File: config.mk
export PLATFORM = sky130hd
export DESIGN_NAME = gssp_pin_mux
export DESIGN_NICKNAME = d
export VERILOG_FILES = /design/src/rtl/gssp_pkg.sv /design/src/rtl/gssp_pin_mux.sv
export SDC_FILE = /design/constraint.sdc
export NUM_CORES = 1
export LEC_CHECK = 0
export ABC_AREA = 1
export BUFFER_PORTS_ARGS = -buffer_cell sky130_fd_sc_hd__buf_4
export CELL_PAD_IN_SITES_DETAIL_PLACEMENT = 0
export CELL_PAD_IN_SITES_GLOBAL_PLACEMENT = 1
export CORE_UTILIZATION = 42
export CTS_CLUSTER_DIAMETER = 120
export DETAILED_ROUTE_END_ITERATION = 16
export HOLD_SLACK_MARGIN = 0.1
export MAX_ROUTING_LAYER = met4
export PLACE_DENSITY = 0.84
export SETUP_SLACK_MARGIN = 0.02
export SLEW_MARGIN = 10
export SYNTH_ARGS = -nofsm -noshare
export SYNTH_HDL_FRONTEND = slang
export SYNTH_SLANG_ARGS = --single-unit
export TNS_END_PERCENT = 20
File: constraint.sdc
create_clock -name sys_clk -period 3.7 [get_ports sys_clk]
set_input_delay 0.37 -clock sys_clk [delete_from_list [all_inputs] [get_ports sys_clk]]
set_output_delay 0.37 -clock sys_clk [all_outputs]
set_load 0.005 [all_outputs]
File: src/rtl/gssp_pkg.sv
// shared constants and carrier types for the gpio / sd shared pin block
package gssp_pkg;

  // ----------------------------------------------------------------
  // clock rates and sd clock divider
  // ----------------------------------------------------------------
  localparam int unsigned SYS_CLK_HZ    = 10_000_000;  // sys_clk rate
  localparam int unsigned SD_CLK_MAX_HZ = 48_000_000;  // sd clock ceiling
  localparam int unsigned HALF_W        = 4;           // divider counter width
  // half period in sys_clk cycles, rounded up so the ceiling is never passed
  localparam int unsigned SD_HALF_INT   = (SYS_CLK_HZ + 2 * SD_CLK_MAX_HZ - 1) / (2 * SD_CLK_MAX_HZ);
  localparam logic [HALF_W-1:0] SD_HALF_CYCLES = (SD_HALF_INT < 1) ? 4'h1 : HALF_W'(SD_HALF_INT);

  // ----------------------------------------------------------------
  // positions of the sd signals on the general-purpose output pins
  // ----------------------------------------------------------------
  localparam int unsigned PIN_CLK = 0;  // sd clock
  localparam int unsigned PIN_CMD = 1;  // command / response
  localparam int unsigned PIN_WP  = 2;  // write-protect sense
  localparam int unsigned PIN_CD  = 3;  // card detect sense
  // positions inside the synchronised pin vector {gen_output, gen_input}
  localparam int unsigned SYNC_GO = 4;

  // ----------------------------------------------------------------
  // reset values
  // ----------------------------------------------------------------
  localparam logic [3:0] RST_OE   = 4'h0;
  localparam logic [3:0] RST_VAL  = 4'h0;
  localparam logic       RST_BIT  = 1'b0;

  // one bit slot of the sd link: command line and four data lines
  typedef struct packed {
    logic       cmd;
    logic [3:0] dat;
  } gssp_bit_t;

  // drive values and enables of a group of four shared pins
  typedef struct packed {
    logic [3:0] out;
    logic [3:0] oe;
  } gssp_drive_t;

endpackage : gssp_pkg

File: src/rtl/gssp_pin_mux.sv
// pin multiplexer sharing eight connector pins between gpio and an sd card link
//
// What this block does
// - four general inputs double as the four bidirectional sd data lines.
// - four general outputs double as sd clock, command, write-protect, card-detect.
// - each sd clock period carries one command bit and one bit per data line.
// - sd clock never runs faster than 48 MHz.
// - during card initialisation the command line only pulls low or releases.
// - after initialisation the sender drives the command line push-pull.
// - each data line is bidirectional, push-pull, on its matching general input pin.
// - in sd use the fourth general output pin senses card presence.
// - in sd use the third general output pin senses the write-protect tab.
`timescale 1ns/1ps

module gssp_pin_mux
  import gssp_pkg::*;
(
  input  wire logic        sys_clk,
  input  wire logic        rst_n,
  // user side
  input  wire logic        sd_mode,
  input  wire logic        sd_clk_en,
  input  wire logic        cmd_od_mode,
  input  wire logic [3:0]  gpo_value,
  output logic      [3:0]  gpi_value,
  input  wire gssp_bit_t   tx_bit,
  input  wire gssp_bit_t   tx_oe,
  output logic             bit_take,
  output gssp_bit_t        rx_bit,
  output logic             bit_valid,
  output logic             card_present,
  output logic             write_protected,
  // shared pins
  input  wire logic [3:0]  gen_input_in,
  output logic      [3:0]  gen_input_out,
  output logic      [3:0]  gen_input_oe,
  input  wire logic [3:0]  gen_output_in,
  output logic      [3:0]  gen_output_out,
  output logic      [3:0]  gen_output_oe
);

  // ----------------------------------------------------------------
  // pin input synchronisers
  // ----------------------------------------------------------------
  logic [7:0]        sync_a;
  logic [7:0]        sync_b;
  logic [HALF_W-1:0] div_cnt;
  logic              sd_clk;
  logic              run;
  logic              tick;
  logic              fall_evt;
  logic              rise_evt;
  logic              cmd_drv;
  logic              cmd_val;
  logic [3:0]        dat_drv;
  logic [3:0]        dat_val;
  gssp_drive_t       next_gi;
  gssp_drive_t       next_go;

  // two flops; only sync_b is looked at by the rest of the block
  always_ff @(posedge sys_clk or negedge rst_n) begin
    if (!rst_n) begin
      sync_a <= 8'h00;
      sync_b <= 8'h00;
    end else begin
      sync_a <= {gen_output_in, gen_input_in};
      sync_b <= sync_a;
    end
  end

  // ----------------------------------------------------------------
  // sd clock divider
  // ----------------------------------------------------------------
  assign run      = sd_mode & sd_clk_en;
  assign tick     = (div_cnt == SD_HALF_CYCLES - 4'h1);
  assign fall_evt = run & tick & sd_clk;
  assign rise_evt = run & tick & ~sd_clk;

  // half period is rounded up, so the clock stays at or below the ceiling
  // stopping mid-period drops the clock low at once; that slot is abandoned
  always_ff @(posedge sys_clk or negedge rst_n) begin
    if (!rst_n) begin
      div_cnt <= 4'h0;
      sd_clk  <= RST_BIT;
    end else if (!run) begin
      div_cnt <= 4'h0;
      sd_clk  <= RST_BIT;
    end else if (tick) begin
      div_cnt <= 4'h0;
      sd_clk  <= ~sd_clk;
    end else begin
      div_cnt <= div_cnt + 4'h1;
    end
  end

  // ----------------------------------------------------------------
  // bit slots: launch on falling edge, sample on rising edge
  // ----------------------------------------------------------------
  // user bit is consumed exactly once per sd clock period
  assign bit_take = fall_evt;

  always_ff @(posedge sys_clk or negedge rst_n) begin
    if (!rst_n) begin
      cmd_drv <= RST_BIT;
      cmd_val <= RST_BIT;
      dat_drv <= RST_OE;
      dat_val <= RST_VAL;
    end else if (!sd_mode) begin
      cmd_drv <= RST_BIT;
      cmd_val <= RST_BIT;
      dat_drv <= RST_OE;
      dat_val <= RST_VAL;
    end else if (fall_evt) begin
      cmd_drv <= tx_oe.cmd;
      cmd_val <= tx_bit.cmd;
      dat_drv <= tx_oe.dat;
      dat_val <= tx_bit.dat;
    end
  end

  // one sample of command and data per rising edge
  always_ff @(posedge sys_clk or negedge rst_n) begin
    if (!rst_n) begin
      rx_bit    <= '0;
      bit_valid <= RST_BIT;
    end else begin
      bit_valid <= rise_evt;
      if (rise_evt) begin
        rx_bit.cmd <= sync_b[SYNC_GO + PIN_CMD];
        rx_bit.dat <= sync_b[3:0];
      end
    end
  end

  // ----------------------------------------------------------------
  // pin drive selection
  // ----------------------------------------------------------------
  // all eight pins switch between gpio and sd drive together on sd_mode; the clock pin stays an output in both
  always_comb begin
    next_gi = '0;
    next_go = '0;
    if (sd_mode) begin
      next_gi.out = dat_val;
      next_gi.oe  = dat_drv;
      next_go.out[PIN_CLK] = sd_clk;
      next_go.oe[PIN_CLK]  = 1'b1;
      if (cmd_od_mode) begin
        // open drain: drive only a low, release for a high
        next_go.out[PIN_CMD] = 1'b0;
        next_go.oe[PIN_CMD]  = cmd_drv & ~cmd_val;
      end else begin
        next_go.out[PIN_CMD] = cmd_val;
        next_go.oe[PIN_CMD]  = cmd_drv;
      end
      // sense pins stay released so the socket switches can be read
      next_go.oe[PIN_WP] = 1'b0;
      next_go.oe[PIN_CD] = 1'b0;
    end else begin
      next_go.out = gpo_value;
      next_go.oe  = 4'hf;
    end
  end

  // registered pins keep clock and data aligned to the same edge
  always_ff @(posedge sys_clk or negedge rst_n) begin
    if (!rst_n) begin
      gen_input_out  <= RST_VAL;
      gen_input_oe   <= RST_OE;
      gen_output_out <= RST_VAL;
      gen_output_oe  <= RST_OE;
    end else begin
      gen_input_out  <= next_gi.out;
      gen_input_oe   <= next_gi.oe;
      gen_output_out <= next_go.out;
      gen_output_oe  <= next_go.oe;
    end
  end

  // ----------------------------------------------------------------
  // status toward the user
  // ----------------------------------------------------------------
  // card detect is active low at the pin; both read zero in gpio use
  always_ff @(posedge sys_clk or negedge rst_n) begin
    if (!rst_n) begin
      gpi_value       <= RST_VAL;
      card_present    <= RST_BIT;
      write_protected <= RST_BIT;
    end else begin
      gpi_value       <= sync_b[3:0];
      card_present    <= sd_mode & ~sync_b[SYNC_GO + PIN_CD];
      write_protected <= sd_mode & sync_b[SYNC_GO + PIN_WP];
    end
  end

endmodule : gssp_pin_mux

==> run metrics, run 1 <==
Post-synth ARST share=100.0%; PortBufs=54; Worst-Margin Slew=0.6715 ns; Initial Util=43.72%; Worst VDD drop=0.2670 mV; Die H=69.56 µm; startpoint types=flop; worst-path cell chain=inv_1, ha_1, nand4_2, inv_2, buf_4; # Max-Cap Violations=0; worst reg2reg setup slack=2.19 ns; top_reg_cell synth=dfrtp_1; DR DRC count=0; GRT Residual Overflow=0; Synth Instances=165; via count=1217; setup tns final=0 ns; Critical Path Max Stage Delay=0.44 ns; WP data arrival=1.66 ns; DR iter-0 viols=92; Slew HR=55.24%; post-synth top area cell=dfrtp_1; fin crit share=54.77%; share of cells above drive strength 1=35.59%; required time of the critical path=3.33 ns; full die area=0.004838 mm²; Core ar.=0.004384 mm²; synthesized area=0.001917 mm²; Crit Path Class=reg -> out; Die X=69.56 µm; hold violation count in the final report=0; endpoints failing setup=0; maximum root-to-sink buffer count=2; Placed Area=0.002359 mm²; Syn Area/Cell=11.62 µm²; Fill cells=404; DRT Wirelength=3.095 mm; Area contributors post-synth=dfrtp_1, nand2_1, o21ai_1; RSZ-0062 raised after global routing=no; DR vias/cell=4.442; slowest library cell on the worst path=nand4_2; Sink Count=56; f_max=493.5 MHz; CTS tree=yes; Antenna Cells=0; Final ANT Viol Nets=0; Clock Tree Root=clkbuf_8; EDFF count, synth=0; clk_lat worst skew=0.30 ns; Clock power frac=31.0%; Bufs and invs on worst path=3; Area Overhead vs Synth=27.87%; # rows=24; R2R depth=4; Psw=0.0002385 W; clk_skew=0.003826 ns; CTS resizes=0; Setup crit end kind=primary output; post-DP HPWL=2.117 mm; CP Depth=5; Final Net Count=250; vias in the first global route=1243; YS warnings=0; count leader, synth=dfrtp_1; gr usage total=15.46%; Final WS setup=1.674 ns; Flop pwr share=60.6%; Reg clk slew, reported paths=0.09 ns; H-tree depth=2; leakage=1.319 nW; Synth top area share=73.11%; Critical Path Fanout Max=20; Core Util, Final=55.91%; drt pass-1 iters=4; largest net degree at the start of global routing=57; sequential area share after synthesis=73.11%; Final Slew Violations=0; first-pass GRT wire length=5.492 mm; final instance area=0.002451 mm²; Post-CTS Setup Repair Bufs=0; Min-Delay Path Class=in -> async; syn nets=194; Switching Share=22.18%; post-route minimum period=2.026 ns; status=finished clean; Yosys reg bits=56; total CTS buffers=5; Min Hold Slack=0.1010 ns; combinational power share=8.5%; P_int=0.0008367 W; Power Density=438.7 mW/mm²; Ports=56; Post-CTS Hold Buffers=0; dpl ws=1.798 ns; post-synthesis cell type count=21; placer congestion estimate=0.7438; antenna violations before repair=0; CP delay by family, top=simple AND/OR/NAND/NOR gates; WL/cell=11.30 µm; most instantiated cells after synthesis=dfrtp_1, nand2_1, o21ai_1
==> cell usage in the layout, fill, tap and decap left out <==
cell | netlist | layout
nand2_2 | 1 | 1
conb_1 | 1 | 1
nor2_1 | 8 | 8
dfrtp_1 | 56 | 56
nand3_1 | 2 | 2
clkinv_4 | 1 | 1
o21ai_2 | 1 | 1
clkinv_2 | 0 | 2
inv_1 | 10 | 10
buf_4 | 2 | 54
nand4_2 | 1 | 1
nor2_4 | 1 | 1
inv_2 | 11 | 11
ha_1 | 2 | 2
o21ai_1 | 13 | 13
xor2_1 | 1 | 1
nand3_2 | 1 | 1
nand2_1 | 43 | 43
clkbuf_8 | 0 | 6
nand4_1 | 6 | 6
xnor2_1 | 1 | 1
==> area by class of cell <==
cell class	instances	area, µm²	area share (%)
Tap cell	52	65.06	2.654
Multi-Input combinational cell	82	399.1	16.28
Clock buffer	6	82.58	3.369
Timing Repair Buffer	54	405.4	16.54
Clock inverter	2	10.01	0.4084
Sequential cell	56	1401	57.17
Inverter	22	87.58	3.573
==> worst paths after layout <==
check	start	end
setup / recovery	div_cnt[0]$_DFF_PN0_	bit_take
hold / removal	rst_n	gen_input_oe[0]$_DFF_PN0_
setup reg to reg	div_cnt[0]$_DFF_PN0_	dat_val[3]$_DFFE_PN0P_
hold reg to reg	sync_a[0]$_DFF_PN0_	sync_b[0]$_DFF_PN0_
max in group asynchronous	rst_n	rx_bit[3]$_DFFE_PN0P_
min in group sys_clk	gen_input_in[2]	sync_a[2]$_DFF_PN0_
==> power groups by stage <==
stage / logic [W] / registers (W) / clock network [W]
2_1_floorplan: 0.0000267 / 0.000664 / 0
3_3_place_gp: 0.0000919 / 0.000663 / 0
3_5_place_dp: 0.0000934 / 0.000664 / 0
4_1_cts: 0.0000936 / 0.000652 / 0.000348
5_1_grt: 0.000103 / 0.000655 / 0.000371
6_report: 0.0000909 / 0.000651 / 0.000333
==> metal layers <==
metal | track usage, % | up-vias | routed length, µm
met4 | 10.20 | 0 | 63
met3 | 3.779 | 5 | 123
li1 | - | 612 | -
met2 | 24.49 | 28 | 1597
met1 | 17.44 | 572 | 1310
met5 | - | - | 0
==> cells by family (layout without fill, tap and decap cells) <==
logic type,count (synthesis),in the layout,share of synthesized area (%)
and+or+nand+nor,63,63,14.56
DFF,56,56,73.11
buffers and inverters,27,84,6.070
AOI/OAI and AO/OA,14,14,3.851
adders and majority gates,2,2,1.305
xor gates and xnor gates,2,2,0.9140
other,1,1,0.1956
==> stage by stage <==
step,total power [W],cells
2_1_floorplan,0.0006903,165
3_3_place_gp,0.0007546,266
3_5_place_dp,0.0007572,266
4_1_cts,0.001093,274
5_1_grt,0.001129,274
6_report,0.001075,274
==> registers in the layout, summed over array words and instances (netlist names) <==
signal	flops
sd_clk	1
cmd_val	1
gpi_value	4
gen_input_oe	4
div_cnt	4
bit_valid	1
gen_input_out	4
sync_a	7
gen_output_out	4
gen_output_oe	3
cmd_drv	1
dat_drv	4
rx_bit	5
write_protected	1
dat_val	4
sync_b	7
card_present	1
Power figures use the tool's default switching activity.
==> inputs of run 2 (changes only) <==
--- a/config.mk
+++ b/config.mk
@@ -9,12 +9,12 @@
 export BUFFER_PORTS_ARGS = -buffer_cell sky130_fd_sc_hd__buf_4
 export CELL_PAD_IN_SITES_DETAIL_PLACEMENT = 0
 export CELL_PAD_IN_SITES_GLOBAL_PLACEMENT = 1
-export CORE_UTILIZATION = 42
+export CORE_UTILIZATION = 35
 export CTS_CLUSTER_DIAMETER = 120
 export DETAILED_ROUTE_END_ITERATION = 16
 export HOLD_SLACK_MARGIN = 0.1
 export MAX_ROUTING_LAYER = met4
-export PLACE_DENSITY = 0.84
+export PLACE_DENSITY = 0.75
 export SETUP_SLACK_MARGIN = 0.02
 export SLEW_MARGIN = 10
 export SYNTH_ARGS = -nofsm -noshare
==> constraint.sdc (replaced) <==
create_clock -name sys_clk -period 1.8 [get_ports sys_clk]
set_input_delay 0.18 -clock sys_clk [delete_from_list [all_inputs] [get_ports sys_clk]]
set_output_delay 0.18 -clock sys_clk [all_outputs]
set_load 0.005 [all_outputs]
==> run metrics, run 2 (synthesis gave the netlist of run 1 again) <==
CP dominant cell by count=buf_4; # Max-Cap Violations=0 (unchanged); PortBufs=54 (unchanged); Crit Path Class=reg -> out (unchanged); Die X=76.01 µm (was 69.56 µm); hold violation count in the final report=0 (unchanged); Post-CTS Setup Repair Bufs=0 (unchanged); status=finished clean (unchanged); Switching Share=23.75% (was 22.18%); Min Hold Slack=0.1240 ns (was 0.1010 ns); setup tns final=0 ns (unchanged); Slew HR=54.59% (was 55.24%); dpl ws=0.4028 ns (was 1.798 ns); largest net degree at the start of global routing=57 (unchanged); # rows=26 (was 24); clk_skew=0.003405 ns (was 0.003826 ns); Critical Path Max Stage Delay=0.40 ns (was 0.44 ns); total CTS buffers=5 (unchanged); CTS tree=yes (unchanged); Final Net Count=265 (was 250); Core ar.=0.005205 mm² (was 0.004384 mm²); drt pass-1 iters=4 (unchanged); DR DRC count=0 (unchanged); fin crit share=92.59%; leakage=1.373 nW (was 1.319 nW); Antenna Cells=0 (unchanged); final instance area=0.002619 mm² (was 0.002451 mm²); startpoint types=flop (unchanged); CTS resizes=0 (unchanged); Flop pwr share=59.8% (was 60.6%); placer congestion estimate=0.7411 (was 0.7438); required time of the critical path=1.62 ns (was 3.33 ns); clk_lat worst skew=0.31 ns (was 0.30 ns); maximum root-to-sink buffer count=2 (unchanged); worst-path cell chain=inv_1, ha_1, nand4_2, buf_4, inv_2, buf_4 (was inv_1, ha_1, nand4_2, inv_2, buf_4); Worst-Margin Slew=0.6811 ns (was 0.6715 ns); Placed Area=0.002396 mm² (was 0.002359 mm²); post-route minimum period=1.667 ns; RSZ-0062 raised after global routing=no (unchanged); most frequent cells in the layout=dfrtp_1, buf_4, nand2_1 (unchanged); Clock power frac=30.6% (was 31.0%); f_max=600.0 MHz; endpoints failing setup=0 (unchanged); antenna violations before repair=0 (unchanged); Critical Path Fanout Max=20 (unchanged); DRT Wirelength=3.461 mm (was 3.095 mm); Area Overhead vs Synth=36.62% (was 27.87%); slowest library cell on the worst path=dfrtp_1 (was nand4_2); first-pass GRT wire length=5.940 mm (was 5.492 mm); Final Power=0.002241 W (was 0.001075 W); Die H=76.01 µm (was 69.56 µm); Psw=0.0005323 W (was 0.0002385 W); Worst VDD drop=0.4384 mV (was 0.2670 mV); share of cells above drive strength 1=34.18% (was 35.59%); Final ANT Viol Nets=0 (unchanged); via count=1296 (was 1217); GRT Residual Overflow=0 (unchanged); WP data arrival=1.49 ns (was 1.66 ns); combinational power share=9.7% (was 8.5%); DR vias/cell=4.221 (was 4.442); Final Slew Violations=0 (unchanged); Sink Count=56 (unchanged); vias in the first global route=1241 (was 1243); Final WS setup=0.1333 ns (was 1.674 ns); post-DP HPWL=2.216 mm (was 2.117 mm); full die area=0.005777 mm² (was 0.004838 mm²); Initial Util=36.83% (was 43.72%); top flop regs=sync_a: 7 flops, sync_b: 7 flops, rx_bit: 5 flops (unchanged); Ports=56 (unchanged); Clock Tree Root=clkbuf_8 (unchanged); Setup crit end kind=primary output (unchanged); Reg clk slew, reported paths=0.10 ns (was 0.09 ns); Power Density=855.9 mW/mm² (was 438.7 mW/mm²); H-tree depth=2 (unchanged); P_int=0.001709 W (was 0.0008367 W); DR iter-0 viols=49 (was 92); Min-Delay Path Class=in -> reg (was in -> async); WL/cell=11.27 µm (was 11.30 µm); gr usage total=13.95% (was 15.46%)
run 2: changes by cell type in the layout (fill, tap and decap cells not counted):
cell / delta
buf_4: +2
clkbuf_8: -1
clkinv_2: -2
clkinv_4: +1
clkinvlp_4: +2
dlygate4sd3_1: +13
run 2: worst max-delay path: cells and delay by family, from the launching register on:
kind / cells / cell delay [ns]
adder cells (fa/ha/maj): 1 / 0.21
buffers and inverters: 4 / 0.47
flip-flops: 1 / 0.40
AND/OR/NAND/NOR: 1 / 0.09
run 2: power groups by stage:
| stage | registers [W] | clock network (W) | logic, W |
|---|---|---|---|
| after CTS | 0.00134 | 0.000705 | 0.000221 |
| after floorplan | 0.00136 | 0 | 0.0000550 |
| after detailed placement | 0.00136 | 0 | 0.000199 |
| after global routing | 0.00135 | 0.000766 | 0.000243 |
| after global placement | 0.00136 | 0 | 0.000195 |
| final | 0.00134 | 0.000685 | 0.000217 |
run 2: final timing paths:
kind | endpoint | slack [ns] | depth (start not counted) | start
max | bit_take | 0.13 | 6 | div_cnt[0]$_DFF_PN0_
min | dat_val[2]$_DFFE_PN0P_ | 0.12 | 3 | tx_bit[2]
max reg2reg | rx_bit[2]$_DFFE_PN0P_ | 0.38 | 7 | div_cnt[0]$_DFF_PN0_
min reg2reg | sync_b[2]$_DFF_PN0_ | 0.36 | 0 | sync_a[2]$_DFF_PN0_
max in group asynchronous | gen_input_out[3]$_DFF_PN0_ | 0.90 | 2 | rst_n
min in group asynchronous | sync_a[3]$_DFF_PN0_ | 0.45 | 2 | rst_n
run 2: layout make-up:
| type | count | area [µm²] |
|---|---|---|
| clock buffers | 5 | 68.82 |
| flip-flops and latches | 56 | 1401 |
| repair buffers | 69 | 550.5 |
| fillers | 491 | 2586 |
| multi-input cells | 82 | 399.1 |
| inverters | 22 | 87.58 |
| well taps | 70 | 87.58 |
| clock inverters | 3 | 23.77 |
run 2: timing repair:
action / in CTS / in global routing
endpoints found under the setup margin: 0 / 0
hold endpoints to repair: 67 / 0
hold buffers: 13 / 0
run 2: per-layer routing:
metal / track usage [%] / share of wire [%]
met1: 17.41 / 45
met2: 20.73 / 48
met3: 4.192 / 4.5
met4: 6.923 / 2.3
met5: - / 0
run 2: metrics by stage:
step,cells,util (%)
floorplan,165,-
global placement,286,46.03
detailed placement,286,46.03
CTS,307,50.31
global route,307,50.31
finish,307,50.31
